===== src/uart_irq_map.svh =====
// Register offsets, field positions, interrupt codes and trigger values
`ifndef UART_IRQ_MAP_SVH
`define UART_IRQ_MAP_SVH

`define OFS_ISS 12'h000
`define OFS_FSC 12'h004
`define OFS_IEN 12'h008
`define OFS_EFE 12'h00C
`define OFS_TTS 12'h010
`define OFS_LST 12'h014
`define OFS_MST 12'h018
`define OFS_RXH 12'h01C
`define OFS_TXH 12'h020

`define FSC_EN 0
`define FSC_RXRST 1
`define FSC_TXRST 2
`define FSC_DMA 3
`define EFE_ENH 4
`define EFE_ARTS 6
`define EFE_ACTS 7
`define TTS_RS485 3
`define IEN_RX 0
`define IEN_TX 1
`define IEN_LINE 2
`define IEN_MODEM 3
`define IEN_XOFF 5
`define IEN_RTS 6
`define IEN_CTS 7

`define REG8_RST 8'h00
`define WORD_ZERO 32'h0000_0000

`define CODE_LINE 6'h06
`define CODE_RXTO 6'h0C
`define CODE_RECEIVE_READY_PIN 6'h04
`define CODE_TRANSMIT_READY_PIN 6'h02
`define CODE_MODEM 6'h00
`define CODE_XOFF 6'h10
`define CODE_FLOW 6'h20
`define CODE_NONE 6'h01

`define TMO_CHARS 8'h04
`define TMO_EXTRA_BITS 8'h0C

`define TRG_1 8'h01
`define TRG_4 8'h04
`define TRG_8 8'h08
`define TRG_14 8'h0E
`define TRG_16 8'h10
`define TRG_24 8'h18
`define TRG_28 8'h1C
`define TRG_30 8'h1E

`endif


===== src/uart_irq_pkg.sv =====
// Types shared by the interrupt and FIFO control logic
package uart_irq_pkg;
   typedef logic [7:0] reg8_t;
   typedef logic [5:0] isr_code_t;
   typedef enum logic [1:0] {TBL_A, TBL_B, TBL_C, TBL_D} trig_table_t;
endpackage : uart_irq_pkg


===== src/irq_priority_pick.sv =====
// Ranks pending interrupt sources and yields the status code
`timescale 1ns/1ps
`include "uart_irq_map.svh"
module irq_priority_pick
   import uart_irq_pkg::*;
(
   input wire logic [6:0] pend, // Index 0 is level 1
   output isr_code_t code // Highest pending code
);
   always_comb begin
      if (pend[0]) code = `CODE_LINE;
      else if (pend[1]) code = `CODE_RXTO;
      else if (pend[2]) code = `CODE_RECEIVE_READY_PIN;
      else if (pend[3]) code = `CODE_TRANSMIT_READY_PIN;
      else if (pend[4]) code = `CODE_MODEM;
      else if (pend[5]) code = `CODE_XOFF;
      else if (pend[6]) code = `CODE_FLOW;
      else code = `CODE_NONE;
   end
endmodule : irq_priority_pick


===== src/uart_irq_fifo_ctrl.sv =====
// Prioritized interrupt status and FIFO control for one serial channel
`timescale 1ns/1ps
`include "uart_irq_map.svh"
module uart_irq_fifo_ctrl
   import uart_irq_pkg::*;
#(
   parameter logic [7:0] FIFO_DEPTH = 8'h80
)
(
   input wire logic CLK_SYS, // System clock
   input wire logic RSTN, // Synchronous reset, active low
   input wire logic PSEL, // APB select
   input wire logic PENABLE, // APB enable
   input wire logic PWRITE, // APB direction
   input wire logic [11:0] PADDR, // APB byte address
   input wire logic [31:0] PWDATA, // APB write data
   output logic [31:0] PRDATA, // APB read data
   output logic PREADY, // APB ready
   output logic PSLVERR, // APB error on unmapped address
   input wire logic [7:0] RX_LEVEL, // Receive FIFO count
   input wire logic [7:0] TX_LEVEL, // Transmit FIFO count
   input wire logic [7:0] RX_DATA, // Receive FIFO head
   input wire logic RX_CHAR, // Character entered receive FIFO
   input wire logic BIT_TICK, // One pulse per bit time
   input wire logic [3:0] CHAR_BITS, // Bits per character frame
   input wire logic [3:0] LINE_ERR, // Line error events, status bits 4:1
   input wire logic [3:0] MODEM_DELTA, // Modem change events
   input wire logic [3:0] MODEM_LINES, // Modem input levels
   input wire logic XOFF_MATCH, // Xoff character received
   input wire logic XON_MATCH, // Xon character received
   input wire logic SPECIAL_MATCH, // Special character received
   input wire logic CTS_IN, // Clear-to-send level, high inactive
   input wire logic RTS_OUT, // Request-to-send level, high inactive
   input wire logic TX_EMPTY, // Transmitter fully empty
   output logic IRQ, // Interrupt request
   output logic FIFO_EN, // FIFOs enabled
   output logic DMA_MODE, // Ready pin mode
   output logic RX_FIFO_RST, // Receive FIFO reset pulse
   output logic TX_FIFO_RST, // Transmit FIFO reset pulse
   output logic RX_POP, // Receive holding read pulse
   output logic TX_PUSH, // Transmit holding write pulse
   output logic [7:0] TX_DATA, // Transmit holding data
   output logic [7:0] RX_TRIG, // Active receive trigger
   output logic [7:0] TX_TRIG, // Active transmit trigger
   output logic RECEIVE_READY_PIN_N, // Receive ready, active low
   output logic TRANSMIT_READY_PIN_N // Transmit ready, active low
);

   function automatic reg8_t rx_trig_f(input trig_table_t t, input logic [1:0] s);
      if (t == TBL_B) begin
         unique case (s)
            2'b00: return `TRG_8;
            2'b01: return `TRG_16;
            2'b10: return `TRG_24;
            2'b11: return `TRG_28;
         endcase
      end
      unique case (s)
         2'b00: return `TRG_1;
         2'b01: return `TRG_4;
         2'b10: return `TRG_8;
         2'b11: return `TRG_14;
      endcase
   endfunction : rx_trig_f

   function automatic reg8_t tx_trig_f(input trig_table_t t, input logic [1:0] s);
      if (t == TBL_B) begin
         unique case (s)
            2'b00: return `TRG_16;
            2'b01: return `TRG_8;
            2'b10: return `TRG_24;
            2'b11: return `TRG_30;
         endcase
      end
      return `TRG_1;
   endfunction : tx_trig_f

   // Register state
   reg8_t ien_ff, efe_ff, tts_ff;
   logic [1:0] rx_sel_ff, tx_sel_ff;
   logic [3:0] lst_ff, mst_ff;
   logic tmo_ff, tx_ff, xoff_ff, spec_ff, flow_ff;
   logic [7:0] tmo_cnt_ff;
   logic below_q_ff, empty_q_ff, over_ff, txe_q_ff, cts_q_ff, rts_q_ff;

   // APB decode
   wire acc = PSEL & PENABLE & PREADY;
   wire wr_acc = acc & PWRITE;
   wire rd_acc = acc & ~PWRITE;
   wire nxt_pready = PSEL & PENABLE & ~PREADY;
   wire hit_iss = PADDR == `OFS_ISS;
   wire hit_fsc = PADDR == `OFS_FSC;
   wire hit_ien = PADDR == `OFS_IEN;
   wire hit_efe = PADDR == `OFS_EFE;
   wire hit_tts = PADDR == `OFS_TTS;
   wire hit_lst = PADDR == `OFS_LST;
   wire hit_mst = PADDR == `OFS_MST;
   wire hit_rxh = PADDR == `OFS_RXH;
   wire hit_txh = PADDR == `OFS_TXH;
   wire mapped = hit_iss | hit_fsc | hit_ien | hit_efe | hit_tts | hit_lst | hit_mst
      | hit_rxh | hit_txh;
   wire rd_iss = rd_acc & hit_iss;
   wire rd_lst = rd_acc & hit_lst;
   wire rd_mst = rd_acc & hit_mst;
   wire rd_rxh = rd_acc & hit_rxh;
   wire wr_fsc = wr_acc & hit_fsc;
   wire wr_txh = wr_acc & hit_txh;
   wire enh = efe_ff[`EFE_ENH];

   // Trigger selection, one table for both directions
   wire trig_table_t table_sel = trig_table_t'(tts_ff[5:4]);
   wire reg8_t rx_trig = FIFO_EN ? rx_trig_f(table_sel, rx_sel_ff) : `TRG_1;
   wire reg8_t tx_trig = FIFO_EN ? tx_trig_f(table_sel, tx_sel_ff) : `TRG_1;

   // Source conditions
   wire rx_at_trig = RX_LEVEL >= rx_trig;
   wire below = TX_LEVEL < tx_trig;
   wire empty = TX_LEVEL == 8'h00;
   wire tx_ev = (below & ~below_q_ff & over_ff) | (empty & ~empty_q_ff & ~over_ff)
      | (tts_ff[`TTS_RS485] & TX_EMPTY & ~txe_q_ff);
   wire [7:0] tmo_limit = 8'((`TMO_CHARS * {4'h0, CHAR_BITS}) + `TMO_EXTRA_BITS);
   wire tmo_hit = FIFO_EN & BIT_TICK & (RX_LEVEL != 8'h00) & (8'(tmo_cnt_ff + 8'h01) == tmo_limit);
   wire tmo_rst = RX_CHAR | rd_rxh | (RX_LEVEL == 8'h00);
   wire cts_rise = CTS_IN & ~cts_q_ff & efe_ff[`EFE_ACTS] & ien_ff[`IEN_CTS];
   wire rts_rise = RTS_OUT & ~rts_q_ff & efe_ff[`EFE_ARTS] & ien_ff[`IEN_RTS];

   // Pending vector, index 0 is priority level 1
   wire [6:0] pend = {
      flow_ff & enh,
      (xoff_ff | spec_ff) & ien_ff[`IEN_XOFF] & enh,
      (|mst_ff) & ien_ff[`IEN_MODEM],
      tx_ff & ien_ff[`IEN_TX],
      rx_at_trig & ien_ff[`IEN_RX],
      tmo_ff & ien_ff[`IEN_RX],
      (|lst_ff) & ien_ff[`IEN_LINE]
   };
   wire any_pend = |pend;
   isr_code_t isr_code;

   irq_priority_pick u_pick (
      .pend (pend),
      .code (isr_code)
   );

   // Read data selection
   wire [7:0] iss_rd = {FIFO_EN, FIFO_EN, isr_code};
   wire [7:0] rd_mux = hit_iss ? iss_rd :
      hit_ien ? ien_ff :
      hit_efe ? efe_ff :
      hit_tts ? tts_ff :
      hit_lst ? {3'b000, lst_ff, RX_LEVEL != 8'h00} :
      hit_mst ? {MODEM_LINES, mst_ff} :
      hit_rxh ? RX_DATA : `REG8_RST;

   // Bus answer, one wait state
   always_ff @(posedge CLK_SYS) begin
      if (!RSTN) begin
         PREADY <= 1'b0;
         PSLVERR <= 1'b0;
         PRDATA <= `WORD_ZERO;
      end else begin
         PREADY <= nxt_pready;
         PSLVERR <= nxt_pready & ~mapped;
         PRDATA <= (nxt_pready & ~PWRITE) ? {24'h00_0000, rd_mux} : `WORD_ZERO;
      end
   end

   // Software control registers
   always_ff @(posedge CLK_SYS) begin
      if (!RSTN) begin
         ien_ff <= `REG8_RST;
         efe_ff <= `REG8_RST;
         tts_ff <= `REG8_RST;
      end else begin
         if (wr_acc & hit_ien) ien_ff <= PWDATA[7:0];
         if (wr_acc & hit_efe) efe_ff <= PWDATA[7:0];
         if (wr_acc & hit_tts) tts_ff <= PWDATA[7:0];
      end
   end

   // FIFO setup control writes
   always_ff @(posedge CLK_SYS) begin
      if (!RSTN) begin
         FIFO_EN <= 1'b0;
         DMA_MODE <= 1'b0;
         rx_sel_ff <= 2'b00;
         tx_sel_ff <= 2'b00;
         RX_FIFO_RST <= 1'b0;
         TX_FIFO_RST <= 1'b0;
      end else begin
         RX_FIFO_RST <= wr_fsc & PWDATA[`FSC_EN] & PWDATA[`FSC_RXRST];
         TX_FIFO_RST <= wr_fsc & PWDATA[`FSC_EN] & PWDATA[`FSC_TXRST];
         if (wr_fsc) begin
            FIFO_EN <= PWDATA[`FSC_EN];
            if (PWDATA[`FSC_EN]) begin
               DMA_MODE <= PWDATA[`FSC_DMA];
               rx_sel_ff <= PWDATA[7:6];
               if (enh) tx_sel_ff <= PWDATA[5:4];
            end
         end
      end
   end

   // Holding register strobes
   always_ff @(posedge CLK_SYS) begin
      if (!RSTN) begin
         RX_POP <= 1'b0;
         TX_PUSH <= 1'b0;
         TX_DATA <= `REG8_RST;
      end else begin
         RX_POP <= rd_rxh;
         TX_PUSH <= wr_txh;
         if (wr_txh) TX_DATA <= PWDATA[7:0];
      end
   end

   // Edge history and transmit reload tracking
   always_ff @(posedge CLK_SYS) begin
      if (!RSTN) begin
         below_q_ff <= 1'b0;
         empty_q_ff <= 1'b1;
         over_ff <= 1'b0;
         txe_q_ff <= 1'b1;
         cts_q_ff <= 1'b1;
         rts_q_ff <= 1'b1;
      end else begin
         below_q_ff <= below;
         empty_q_ff <= empty;
         txe_q_ff <= TX_EMPTY;
         cts_q_ff <= CTS_IN;
         rts_q_ff <= RTS_OUT;
         if (TX_LEVEL > tx_trig) over_ff <= 1'b1;
         else if (below) over_ff <= 1'b0;
      end
   end

   // Receive timeout timer
   always_ff @(posedge CLK_SYS) begin
      if (!RSTN) tmo_cnt_ff <= 8'h00;
      else if (tmo_rst | tmo_hit) tmo_cnt_ff <= 8'h00;
      else if (BIT_TICK & ~tmo_ff & FIFO_EN) tmo_cnt_ff <= 8'(tmo_cnt_ff + 8'h01);
   end

   // Sticky sources, set wins over clear
   always_ff @(posedge CLK_SYS) begin
      if (!RSTN) begin
         lst_ff <= 4'h0;
         mst_ff <= 4'h0;
         tmo_ff <= 1'b0;
         tx_ff <= 1'b0;
         xoff_ff <= 1'b0;
         spec_ff <= 1'b0;
         flow_ff <= 1'b0;
      end else begin
         lst_ff <= LINE_ERR | (lst_ff & {4{~rd_lst}});
         mst_ff <= MODEM_DELTA | (mst_ff & {4{~rd_mst}});
         tmo_ff <= tmo_hit | (tmo_ff & ~rd_rxh);
         tx_ff <= tx_ev | (tx_ff & ~(rd_iss | wr_txh));
         xoff_ff <= XOFF_MATCH | (xoff_ff & ~(rd_iss | XON_MATCH));
         spec_ff <= SPECIAL_MATCH | (spec_ff & ~(rd_iss | RX_CHAR));
         flow_ff <= cts_rise | rts_rise | (flow_ff & ~rd_mst);
      end
   end

   // Interrupt, trigger and ready pin outputs
   wire rx_rdy = DMA_MODE ? (rx_at_trig | tmo_ff) : (RX_LEVEL != 8'h00);
   wire tx_rdy = DMA_MODE ? (TX_LEVEL < FIFO_DEPTH) : empty;
   always_ff @(posedge CLK_SYS) begin
      if (!RSTN) begin
         IRQ <= 1'b0;
         RX_TRIG <= `TRG_1;
         TX_TRIG <= `TRG_1;
         RECEIVE_READY_PIN_N <= 1'b1;
         TRANSMIT_READY_PIN_N <= 1'b1;
      end else begin
         IRQ <= any_pend;
         RX_TRIG <= rx_trig;
         TX_TRIG <= tx_trig;
         RECEIVE_READY_PIN_N <= ~rx_rdy;
         TRANSMIT_READY_PIN_N <= ~tx_rdy;
      end
   end
endmodule : uart_irq_fifo_ctrl


===== config.mk =====
export PLATFORM = sky130hd
export DESIGN_NAME = uart_irq_fifo_ctrl
export DESIGN_NICKNAME = d
export VERILOG_FILES = /design/src/uart_irq_pkg.sv /design/src/irq_priority_pick.sv /design/src/uart_irq_fifo_ctrl.sv
export VERILOG_INCLUDE_DIRS = /design/src /design/src/src
export SDC_FILE = /design/constraint.sdc
export NUM_CORES = 1
export LEC_CHECK = 0
export BUFFER_PORTS_ARGS = -buffer_cell sky130_fd_sc_hd__buf_2
export CAP_MARGIN = 20
export CORE_UTILIZATION = 45
export CTS_CLUSTER_DIAMETER = 40
export CTS_CLUSTER_SIZE = 24
export DETAILED_ROUTE_END_ITERATION = 6
export GPL_ROUTABILITY_DRIVEN = 1
export GPL_TIMING_DRIVEN = 0
export PLACE_DENSITY = 0.86
export SYNTH_ARGS = -nofsm -noshare
export SYNTH_HDL_FRONTEND = slang
export SYNTH_SLANG_ARGS = --single-unit

===== constraint.sdc =====
create_clock -name CLK_SYS -period 7.8 [get_ports CLK_SYS]
set_clock_uncertainty 0.15 [all_clocks]
set_input_delay 0.39 -clock CLK_SYS [delete_from_list [all_inputs] [get_ports CLK_SYS]]
set_output_delay 0.39 -clock CLK_SYS [all_outputs]
set_load 0.02 [all_outputs]

== After elaboration in Yosys (flattened, before gate mapping) ==
Cells that the tools add are included.

* Register bits after elaboration: 122
* Input bits: 97
* Output and inout bits: 67
* Logic and storage cells: 200

* $add $sub $neg: 2
* $lt $le $gt $ge: 4
* Equal/unequal tests: 16
* Mux-type cells: 31
* Bitwise logic cells: 96
* Reductions and logical operators: 16

{| class="wikitable"
|+ Operators by type and width
! operator !! count
|-
| $mux 8 || 13
|-
| $pmux 8 s4 || 3
|-
| $and 1x1->1 || 49
|-
| $eq 12x5->1 const B || 4
|-
| $mux 6 || 7
|-
| $eq 12x4->1 const B || 2
|-
| $or 1x1->1 || 24
|-
| $not 1->1 || 19
|-
| $logic_not 8->1 || 2
|-
| $reduce_or 4->1 || 4
|-
| $eq 12x3->1 const B || 1
|-
| $eq 12x6->1 const B || 1
|-
| $logic_not 12->1 || 1
|-
| $add 8x1->8 const B || 1
|-
| $and 4x4->4 || 2
|-
| $eq 2x2->1 const B || 4
|-
| $eq 8x7->1 || 1
|-
| $ge 8x8->1 || 1
|-
| $gt 8x8->1 || 1
|-
| $lt 8x8->1 || 1
|-
| $lt 8x8->1 const B || 1
|-
| $mux 1 || 8
|-
| $or 4x4->4 || 2
|-
| $reduce_bool 8->1 || 1
|-
| other kinds (8) || 12
|}

== Logic depth before layout (Yosys ltp) ==
Gate-level depths: netlist (run 1).

* Depth in word-level cells: 12
* Gate-level depth with buffers: 10
* Gate-level depth less buffers: 10

== Cells and area by module ==
Synthesis (run 1) repeated with hierarchy kept, for this count alone.

* Cell total of the unflattened synthesis: 527
* Area total of the unflattened synthesis: 4,581.9 sq um

{| class="wikitable"
|+ Modules (own cells, without submodules)
! module !! instances !! cells an instance !! area an instance (sq um) !! sequential area each (sq um)
|-
| uart_irq_fifo_ctrl || 1 || 518 || 4,508.1 || 1,821.7
|-
| irq_priority_pick || 1 || 9 || 73.8 || 0.0
|}

== Worst setup path before layout (run 1) ==
Ideal clock, no wire load.

* Path type: register -> register
* From: register FIFO_EN
* To: register PRDATA[0]
* Setup time: 0.114 ns
* Arrival: 2.363 ns
* Data required time: 7.536 ns
* Path slack: 5.173 ns
* Stages on the path, launching flop included: 11
* Path buffers: 1
* Clock period less this slack: 2.627 ns
* Cells stage by stage: dfxtp_1 > clkbuf_1 > a21boi_0 > o21ai_0 > ha_1 > a211oi_1 > nand2_1 > o2bb2ai_1 > nor3_1 > nor2_1 > a2111oi_0

* Cells in the longest elaborated chain, start to end: 7

{| class="wikitable"
|+ RTL lines
! element !! RTL line !! source
|-
| start, declared || uart_irq_fifo_ctrl.sv:36 || <nowiki>output logic FIFO_EN,</nowiki>
|-
| start signal, assigned || uart_irq_fifo_ctrl.sv:194 || <nowiki>FIFO_EN <= PWDATA[`FSC_EN];</nowiki>
|-
| $mux 8 (no source line) || - ||
|-
| $ge 8x8->1 || uart_irq_fifo_ctrl.sv:116 || <nowiki>wire rx_at_trig = RX_LEVEL >= rx_trig;</nowiki>
|-
| $and 1x1->1 || uart_irq_fifo_ctrl.sv:133 || <nowiki>rx_at_trig & ien_ff[`IEN_RX],</nowiki>
|-
| $mux 6 || irq_priority_pick.sv:13 || <nowiki>else if (pend[2]) code = `CODE_RECEIVE_READY_PIN;</nowiki>
|-
| $mux 6 || irq_priority_pick.sv:12 || <nowiki>else if (pend[1]) code = `CODE_RXTO;</nowiki>
|-
| $mux 6 || irq_priority_pick.sv:11 || <nowiki>if (pend[0]) code = `CODE_LINE;</nowiki>
|-
| $mux 8 (no source line) || - ||
|-
| end signal, assigned || uart_irq_fifo_ctrl.sv:160 || <nowiki>PRDATA <= `WORD_ZERO;</nowiki>
|-
| end signal, assigned || uart_irq_fifo_ctrl.sv:164 || <nowiki>PRDATA <= (nxt_pready & ~PWRITE) ? {24'h00_0000, rd_mux} : `WORD_ZERO;</nowiki>
|-
| end, declared || uart_irq_fifo_ctrl.sv:17 || <nowiki>output logic [31:0] PRDATA,</nowiki>
|}

Every way passes these cells.
A chain may end at the register's enable or synchronous reset.

== Worst setup path after layout (run 1) ==
Ends and elaborated chain as after synthesis.

==> results of run 1 <==
sequential cells by signal, summed over array words and instances (netlist names), 2 cells and up:
name        count
PRDATA          8
TX_DATA         8
efe_ff          8
ien_ff          8
tmo_cnt_ff      8
tts_ff          8
RX_TRIG         5
TX_TRIG         4
lst_ff          4
mst_ff          4
rx_sel_ff       2
tx_sel_ff       2
power groups by stage:
stage	combinational [mW]	clock, mW	sequential [mW]
floorplan	0.0675	0	0.486
global placement	0.103	0	0.486
detailed placement	0.105	0	0.487
CTS	0.106	0.362	0.476
global route	0.117	0.378	0.477
finish	0.108	0.359	0.476
kinds of logic after synthesis:
group                    count (synthesis)  synth area share [%]
adder cells (fa/ha/maj)                 13                 3.574
multiplexers                            50                 12.37
AND/OR/NAND/NOR                        193                 22.24
other                                    1               0.08241
AO/OA/AOI/OAI                           65                 9.844
buffers and inverters                   69                 8.578
flip-flops                              91                 40.03
XOR/XNOR                                17                 3.272
metrics by stage:
| step | power [mW] | std cells | hold WS [ns] | setup WS [ns] |
|---|---|---|---|---|
| 5_1_grt | 0.9710 | 783 | 0.08860 | 4.392 |
| 4_1_cts | 0.9439 | 783 | 0.08519 | 4.650 |
| 2_1_floorplan | 0.5532 | 528 | 0.2764 | 5.173 |
| 3_3_place_gp | 0.5889 | 767 | 0.3117 | 4.715 |
| 6_report | 0.9425 | 783 | 0.08882 | 4.633 |
| 3_5_place_dp | 0.5921 | 767 | 0.3116 | 4.685 |
final cells by class:
class | instances | area, sq um
Clock inverter | 4 | 72.57
Buffer | 55 | 337.8
Inverter | 14 | 52.55
Multi-Input combinational cell | 368 | 2447
Clock buffer | 12 | 155.1
Sequential cell | 91 | 1822
Tap cell | 133 | 166.4
Fill cell | 923 | 4190
Timing Repair Buffer | 106 | 530.5
critical path: stages, from the launching register on:
cell,delay (ns)
dfxtp_1,0.35
clkbuf_1,0.28
a21boi_0,0.37
o21ai_0,0.21
ha_1,0.23
a211oi_1,0.30
nand2_1,0.10
o2bb2ai_1,0.21
nor3_1,0.28
nor2_1,0.07
a2111oi_0,0.46
final timing paths:
kind	from	end	cells after the start	slack (ns)
max	FIFO_EN	PRDATA[0]	10	4.63
min reg2reg	flow_ff	flow_ff	1	0.34
max reg2reg	FIFO_EN	PRDATA[0]	10	4.63
min	TX_EMPTY	txe_q_ff	2	0.09
cells in the final DEF, fill, tap and decap left out, types with 3 or more instances in the layout:
| cell | Yosys | layout |
|---|---|---|
| xnor2_1 | 12 | 12 |
| and3_1 | 4 | 4 |
| o21ai_0 | 8 | 8 |
| nor3b_1 | 3 | 3 |
| clkbuf_8 | 0 | 11 |
| a2111oi_0 | 4 | 4 |
| mux4_2 | 5 | 5 |
| nand3b_1 | 6 | 6 |
| mux2i_1 | 45 | 45 |
| or3_1 | 4 | 4 |
| o21a_1 | 4 | 4 |
| nor3_1 | 12 | 12 |
| buf_2 | 6 | 112 |
| nand3_1 | 13 | 13 |
| dfxtp_1 | 91 | 91 |
| nand4_1 | 4 | 4 |
| a31oi_1 | 5 | 5 |
| ha_1 | 13 | 13 |
| nand2b_1 | 9 | 9 |
| buf_1 | 5 | 5 |
| nor2b_1 | 4 | 4 |
| inv_1 | 13 | 13 |
| conb_1 | 1 | 30 |
| or4_1 | 3 | 3 |
| a22o_1 | 8 | 8 |
| nor4_1 | 14 | 14 |
| a21o_1 | 3 | 3 |
| clkbuf_1 | 12 | 13 |
| xor2_1 | 5 | 5 |
| nand4b_1 | 5 | 5 |
| a21oi_1 | 16 | 16 |
| nand2_1 | 26 | 26 |
| nor2_1 | 70 | 70 |
| buf_4 | 31 | 31 |
routing by layer:
metal | GRT usage, % | wire, um
met5 | 0 | 0
met3 | 4.814 | 972
met2 | 40.41 | 6010
met4 | 6.703 | 171
met1 | 32.13 | 5535
==> run_results.csv, run 1 <==
group,metric,value,unit
yosys,synth_area_leader_cell,"dfxtp_1",
timing,finalCritPeriodShare,40.60,%
yosys,synth_area,0.004551,sq mm
clock_network,cts_max_path_buffers,2,
timing,fmax,0.3158,GHz
yosys,synth_seq_cells,91,
timing,post-route-min-period,3.167,ns
setup_path,crit_type,"reg2reg",
clock_network,cts_buffers,9,
floorplan,rows,36,
yosys,synth_warnings,0,
clock_network,cts_tree,"yes",
floorplan,dieHeight,102.6,um
global_route,antenna_found_initial,0,
timing,setup_tns,0,ns
cells_and_area,final_core_util,57.13,%
min_path,worst_hold_path_type,"in2reg",
clock_network,ctsResizeCount,0,
clock_network,clkLatencyLatePin,0.36,ns
setup_path,cp-end-kind,"register",
detailed_routing,wl_per_cell,16.21,um
power_and_ir_drop,comb_power_share,11.4,%
yosys,synth_flop_cell,"dfxtp_1",
timing,slew_headroom,42.29,%
placement,dp_hpwl,9880,um
timing,drv_slew,0,
cells_and_area,drive_gt1_share,26.31,%
floorplan,core_region_area,0.009774,sq mm
global_route,grt_first_pass_wirelength,19230,um
cells_and_area,final_cell_area,0.005584,sq mm
global_route,grt_use_total,24.30,%
clock_network,root_buffer,"clkbuf_8",
global_route,overflow,0,
power_and_ir_drop,p_leak,2.507,nW
cells_and_area,antenna_cells,0,
yosys,synth_commonest_cells,"dfxtp_1 (91), nor2_1 (70), mux2i_1 (45)",
placement,numPortBuffers,106,
clock_network,path_clk_slew,0.08,ns
yosys,yosysMostFrequentCell,"dfxtp_1",
yosys,synth.distinct_cells,58,
detailed_routing,vias,4147,
global_route,grt_pass1_vias,3886,
floorplan,io_pins,164,
power_and_ir_drop,swShare,24.15,%
yosys,synth_area_leaders,"dfxtp_1 (40%), mux2i_1 (9.9%), nor2_1 (5.8%), buf_4 (5.1%), ha_1 (3.6%)",
timing,finalSetupViolCount,0,
yosys,synth.top_cell.area_share,40.03,%
power_and_ir_drop,peakVddDrop,0.08409,mV
setup_path,arrival,3.23,ns
placement,place_area,0.005356,sq mm
yosys,syn_area_per_cell,9.119,sq um
timing,finalHoldViolations,0,
setup_path,path_max_fanout,8,
setup_path,crit_path_start_kind,"register",
detailed_routing,antenna_left,0,
detailed_routing,wl,12690,um
setup_path,cp.required,7.87,ns
flow_run,max-cap-violations,0,
yosys,synth_edf_count,0,
floorplan,start_util,46.56,%
floorplan,die_area,0.01052,sq mm
power_and_ir_drop,p_seq_share,50.5,%
yosys,synth_cells,499,
detailed_routing,drt_iter0_markers,240,
power_and_ir_drop,switching_power,227.6,uW
clock_network,cts_sinks,91,
placement,gp_congestion,0.9028,
cells_and_area,fin_nets,755,
status,outcome,"finished clean",
timing,rsz0062_at_grt,"false",
floorplan,chipWidth,102.6,um
detailed_routing,post_drt_via_cell_ratio,5.296,
clock_network,htreeDepth,3,
cells_and_area,syn_to_final_growth,22.71,%
power_and_ir_drop,p_int,714.9,uW
clock_network,cts_setup_buffers,0,
yosys,yosysSeqAreaShare,40.03,%
global_route,grt_max_degree,15,
clock_network,hold_buffers,0,
detailed_routing,drc,0,
power_and_ir_drop,p_per_area,168.8,mW/mm^2
detailed_routing,dr.pass1.iters,5,
power_and_ir_drop,p_clk_share,38.1,%
timing,worst_pin_slew,0.8545,ns
yosys,ys_async_sr_fraction,0,%
Power figures use the tool's default switching activity.
==> inputs of run 2 (changes only) <==
- ABC_AREA: not set -> 1
- PLACE_DENSITY: 0.86 -> 0.85
- clock period: 7.8 -> 3.3 ns (I/O delays scaled with it)
==> run 2 against run 1 <==
Synthesized cell count up 37%. Wire length down 1.6%. Count of clock-buffer cells in the layout down 1. Non-clock buffer count up 15. Fmax up 30%. Combinational power up 120%. Cell area up 6.6%. Largest cell class unchanged. Hold slack worse by 0.077 ns. Largest power group unchanged. Die area up 3.0%.
==> run_results.csv, run 2 <==
group,metric,value,unit
detailed_routing,wl_per_cell,12.62,um
setup_path,cp-end-kind,"register",
setup_path,arrival,2.56,ns
timing,drv_slew,0,
cells_and_area,multi_input_comb_area,0.002277,sq mm
clock_network,cts_buffers,9,
setup_path,worst_r2r_endpoint,"PRDATA[5]",
clock_network,cts_tree,"yes",
floorplan,start_util,47.13,%
cells_and_area,regArea,0.001822,sq mm
timing,post-route-min-period,2.429,ns
clock_network,cts_sinks,91,
setup_path,crit_family,"simple AND/OR/NAND/NOR gates",
min_path,worst_hold_path_type,"in2reg",
cells_and_area,antenna_cells,0,
detailed_routing,drc,0,
global_route,grt_first_pass_wirelength,21020,um
yosys,synth_commonest_cells,"nand2_1 (118), inv_1 (99), dfxtp_1 (91)",
clock_network,cts_setup_buffers,0,
timing,rsz0062_at_grt,"false",
timing,finalHoldViolations,0,
clock_network,htreeDepth,3,
setup_path,cp_num_buf_inv,3,
timing,finalCritPeriodShare,73.60,%
floorplan,rows,36,
clock_network,ctsResizeCount,0,
yosys,synth_area_leaders,"dfxtp_1 (39%), nand2_1 (9.4%), inv_1 (7.9%), a21oi_1 (7.0%), o21ai_0 (6.0%)",
power_and_ir_drop,p_per_area,381.2,mW/mm^2
min_path,hold_path_depth,3,
yosys,synth_flop_cell,"dfxtp_1",
setup_path,cp.required,3.43,ns
cells_and_area,syn_to_final_growth,26.91,%
yosys,yosysMostFrequentCell,"nand2_1",
cells_and_area,mostFrequentLayoutCells,"nand2_1 (118), buf_2 (118), inv_1 (99)",
timing,slew_headroom,64.82,%
clock_network,clkLatencyLatePin,0.36,ns
setup_path,critPathMostFrequentCell,"nand2_1",
yosys,synthXorXnorAreaFrac,0.9333,%
global_route,grt_use_total,23.83,%
clock_network,hold_buffers,20,
cells_and_area,final_cells,989,
cells_and_area,drive_gt1_share,21.38,%
global_route,antenna_found_initial,0,
clock_network,cts_max_path_buffers,2,
min_path,hold_start,"PWDATA[5]",
yosys,synth_seq_cells,91,
setup_path,crit_chain,"inv_1, nor2_1, inv_1, a21oi_1, o21ai_0, ha_1, nand2_1, inv_1, nand2_1, nand2_1, nand2_1, nand4_1, nand2_1, nand4_1, a21oi_1",
status,outcome,"finished clean",
detailed_routing,vias,4929,
setup_path,r2r_cells,15,
placement,numPortBuffers,109,
setup_path,cpMaxStageDelayCell,"ha_1",
timing,fmax,0.4118,GHz
yosys,synth-adder-area-share,3.467,%
timing,finalSetupViolCount,0,
setup_path,rrSetupSlack,0.87,ns
yosys,synth_edf_count,0,
timing,worst_pin_slew,0.5277,ns
yosys,synth_area_leader_cell,"dfxtp_1",
global_route,grt_max_degree,15,
yosys,synth.distinct_cells,31,
floorplan,dieHeight,104.1,um
floorplan,chipWidth,104.1,um
flow_run,max-cap-violations,0,
clock_network,path_clk_slew,0.09,ns
yosys,synth-compound-area-share,16.03,%
yosys,synth_warnings,0,
setup_path,cp_num_cells,15,
yosys,synth_top_family_by_area,"simple AND/OR/NAND/NOR gates",
placement,dp_hpwl,9622,um
placement,gp_congestion,0.9483,
yosys,syn_area_per_cell,6.880,sq um
yosys,synth_mux_area_share,0.2133,%
setup_path,crit_path_start_kind,"register",
yosys,ys_async_sr_fraction,0,%
yosys,synth.top_cell.area_share,38.83,%
setup_path,rr_startpoint,"tts_ff[4]",
detailed_routing,antenna_left,0,
floorplan,die_area,0.01084,sq mm
placement,dp_cells,953,
setup_path,crit_type,"reg2reg",
power_and_ir_drop,p_leak,2.839,nW
yosys,synth_area,0.004692,sq mm
timing,setup_tns,0,ns
detailed_routing,wl,12480,um
setup_path,path_max_fanout,4,
detailed_routing,dr.pass1.iters,5,
yosys,synth_cells,682,
yosys,yosys.area_share.simple,25.49,%
min_path,hold_path_end,"tx_sel_ff[1]",
detailed_routing,drt_iter0_markers,366,
detailed_routing,post_drt_via_cell_ratio,4.984,
floorplan,io_pins,164,
cells_and_area,fin_nets,961,
setup_path,slowest_delay,0.33,ns
floorplan,core_region_area,0.009955,sq mm
global_route,grt_pass1_vias,4542,
global_route,overflow,0,
yosys,yosysSeqAreaShare,38.83,%
power_and_ir_drop,peakVddDrop,0.2482,mV
cells_and_area,nFillCells,952,
cells_and_area,final_core_util,59.82,%
clock_network,root_buffer,"clkbuf_8",
[run 2: layout make-up]
cell class	instances	share of cell area, %
repair buffers	129	12.52
inverters	106	6.682
flip-flops and latches	91	30.59
well taps	133	2.795
multi-input cells	467	38.24
clock buffers	11	2.374
clock inverters	5	1.681
plain buffers	47	5.106
[run 2: worst max-delay path by stage]
stage	start	end	slack [ns]
2_1_floorplan	FIFO_EN	PRDATA[4]	1.19
3_3_place_gp	tts_ff[4]	PRDATA[5]	0.91
3_5_place_dp	tts_ff[4]	PRDATA[5]	0.90
4_1_cts	tts_ff[4]	PRDATA[5]	0.88
5_1_grt	tts_ff[4]	PRDATA[4]	0.55
6_report	tts_ff[4]	PRDATA[5]	0.87
[run 2: cells by family (layout without fill, tap and decap cells)]
kind of cell    count (synthesis)  count (layout)
flops                          91              91
mux                             1               1
other cells                     1              30
simple gates                  272             272
xor+xnor                        5               5
fa+ha+maj                      13              13
compound gates                146             146
buf+inv                       153             298
[run 2: where the power goes]
group / switching [mW] / total [mW] / internal, mW
Clock: 0.389 / 0.911 / 0.522
Combinational: 0.135 / 0.240 / 0.105
Sequential: 0.00763 / 1.12 / 1.11
Total: 0.532 / 2.27 / 1.74
[run 2: worst min-delay path: cells and delay by family]
| kind | cells | cell delay, ns |
|---|---|---|
| and+or+nand+nor | 1 | 0.09 |
| AOI/OAI and AO/OA | 1 | 0.08 |
| buffers and inverters | 1 | 0.15 |
[run 2: metal layers]
layer | part of all wire, % | vias to the layer above | global-route usage [%] | routed length (um)
met4 | 2.8 | 0 | 10.51 | 351
met2 | 46 | 222 | 39.38 | 5796
li1 | - | 2487 | - | -
met3 | 7.5 | 30 | 3.759 | 932
met5 | 0 | - | 0 | 0
met1 | 43 | 2190 | 30.67 | 5405
[run 2: per-stage QoR]
step                setup WS, ns  total power [mW]  area, sq um  hold slack (ns)
detailed placement        0.8951             1.362         5513           0.2047
CTS                       0.8837             2.266         5954         0.003233
floorplan                  1.195             1.282         4801           0.1111
finish                    0.8714             2.270         5954          0.01192
global placement          0.9109             1.358         5513           0.2015
global route              0.5499             2.350         5954          0.03910
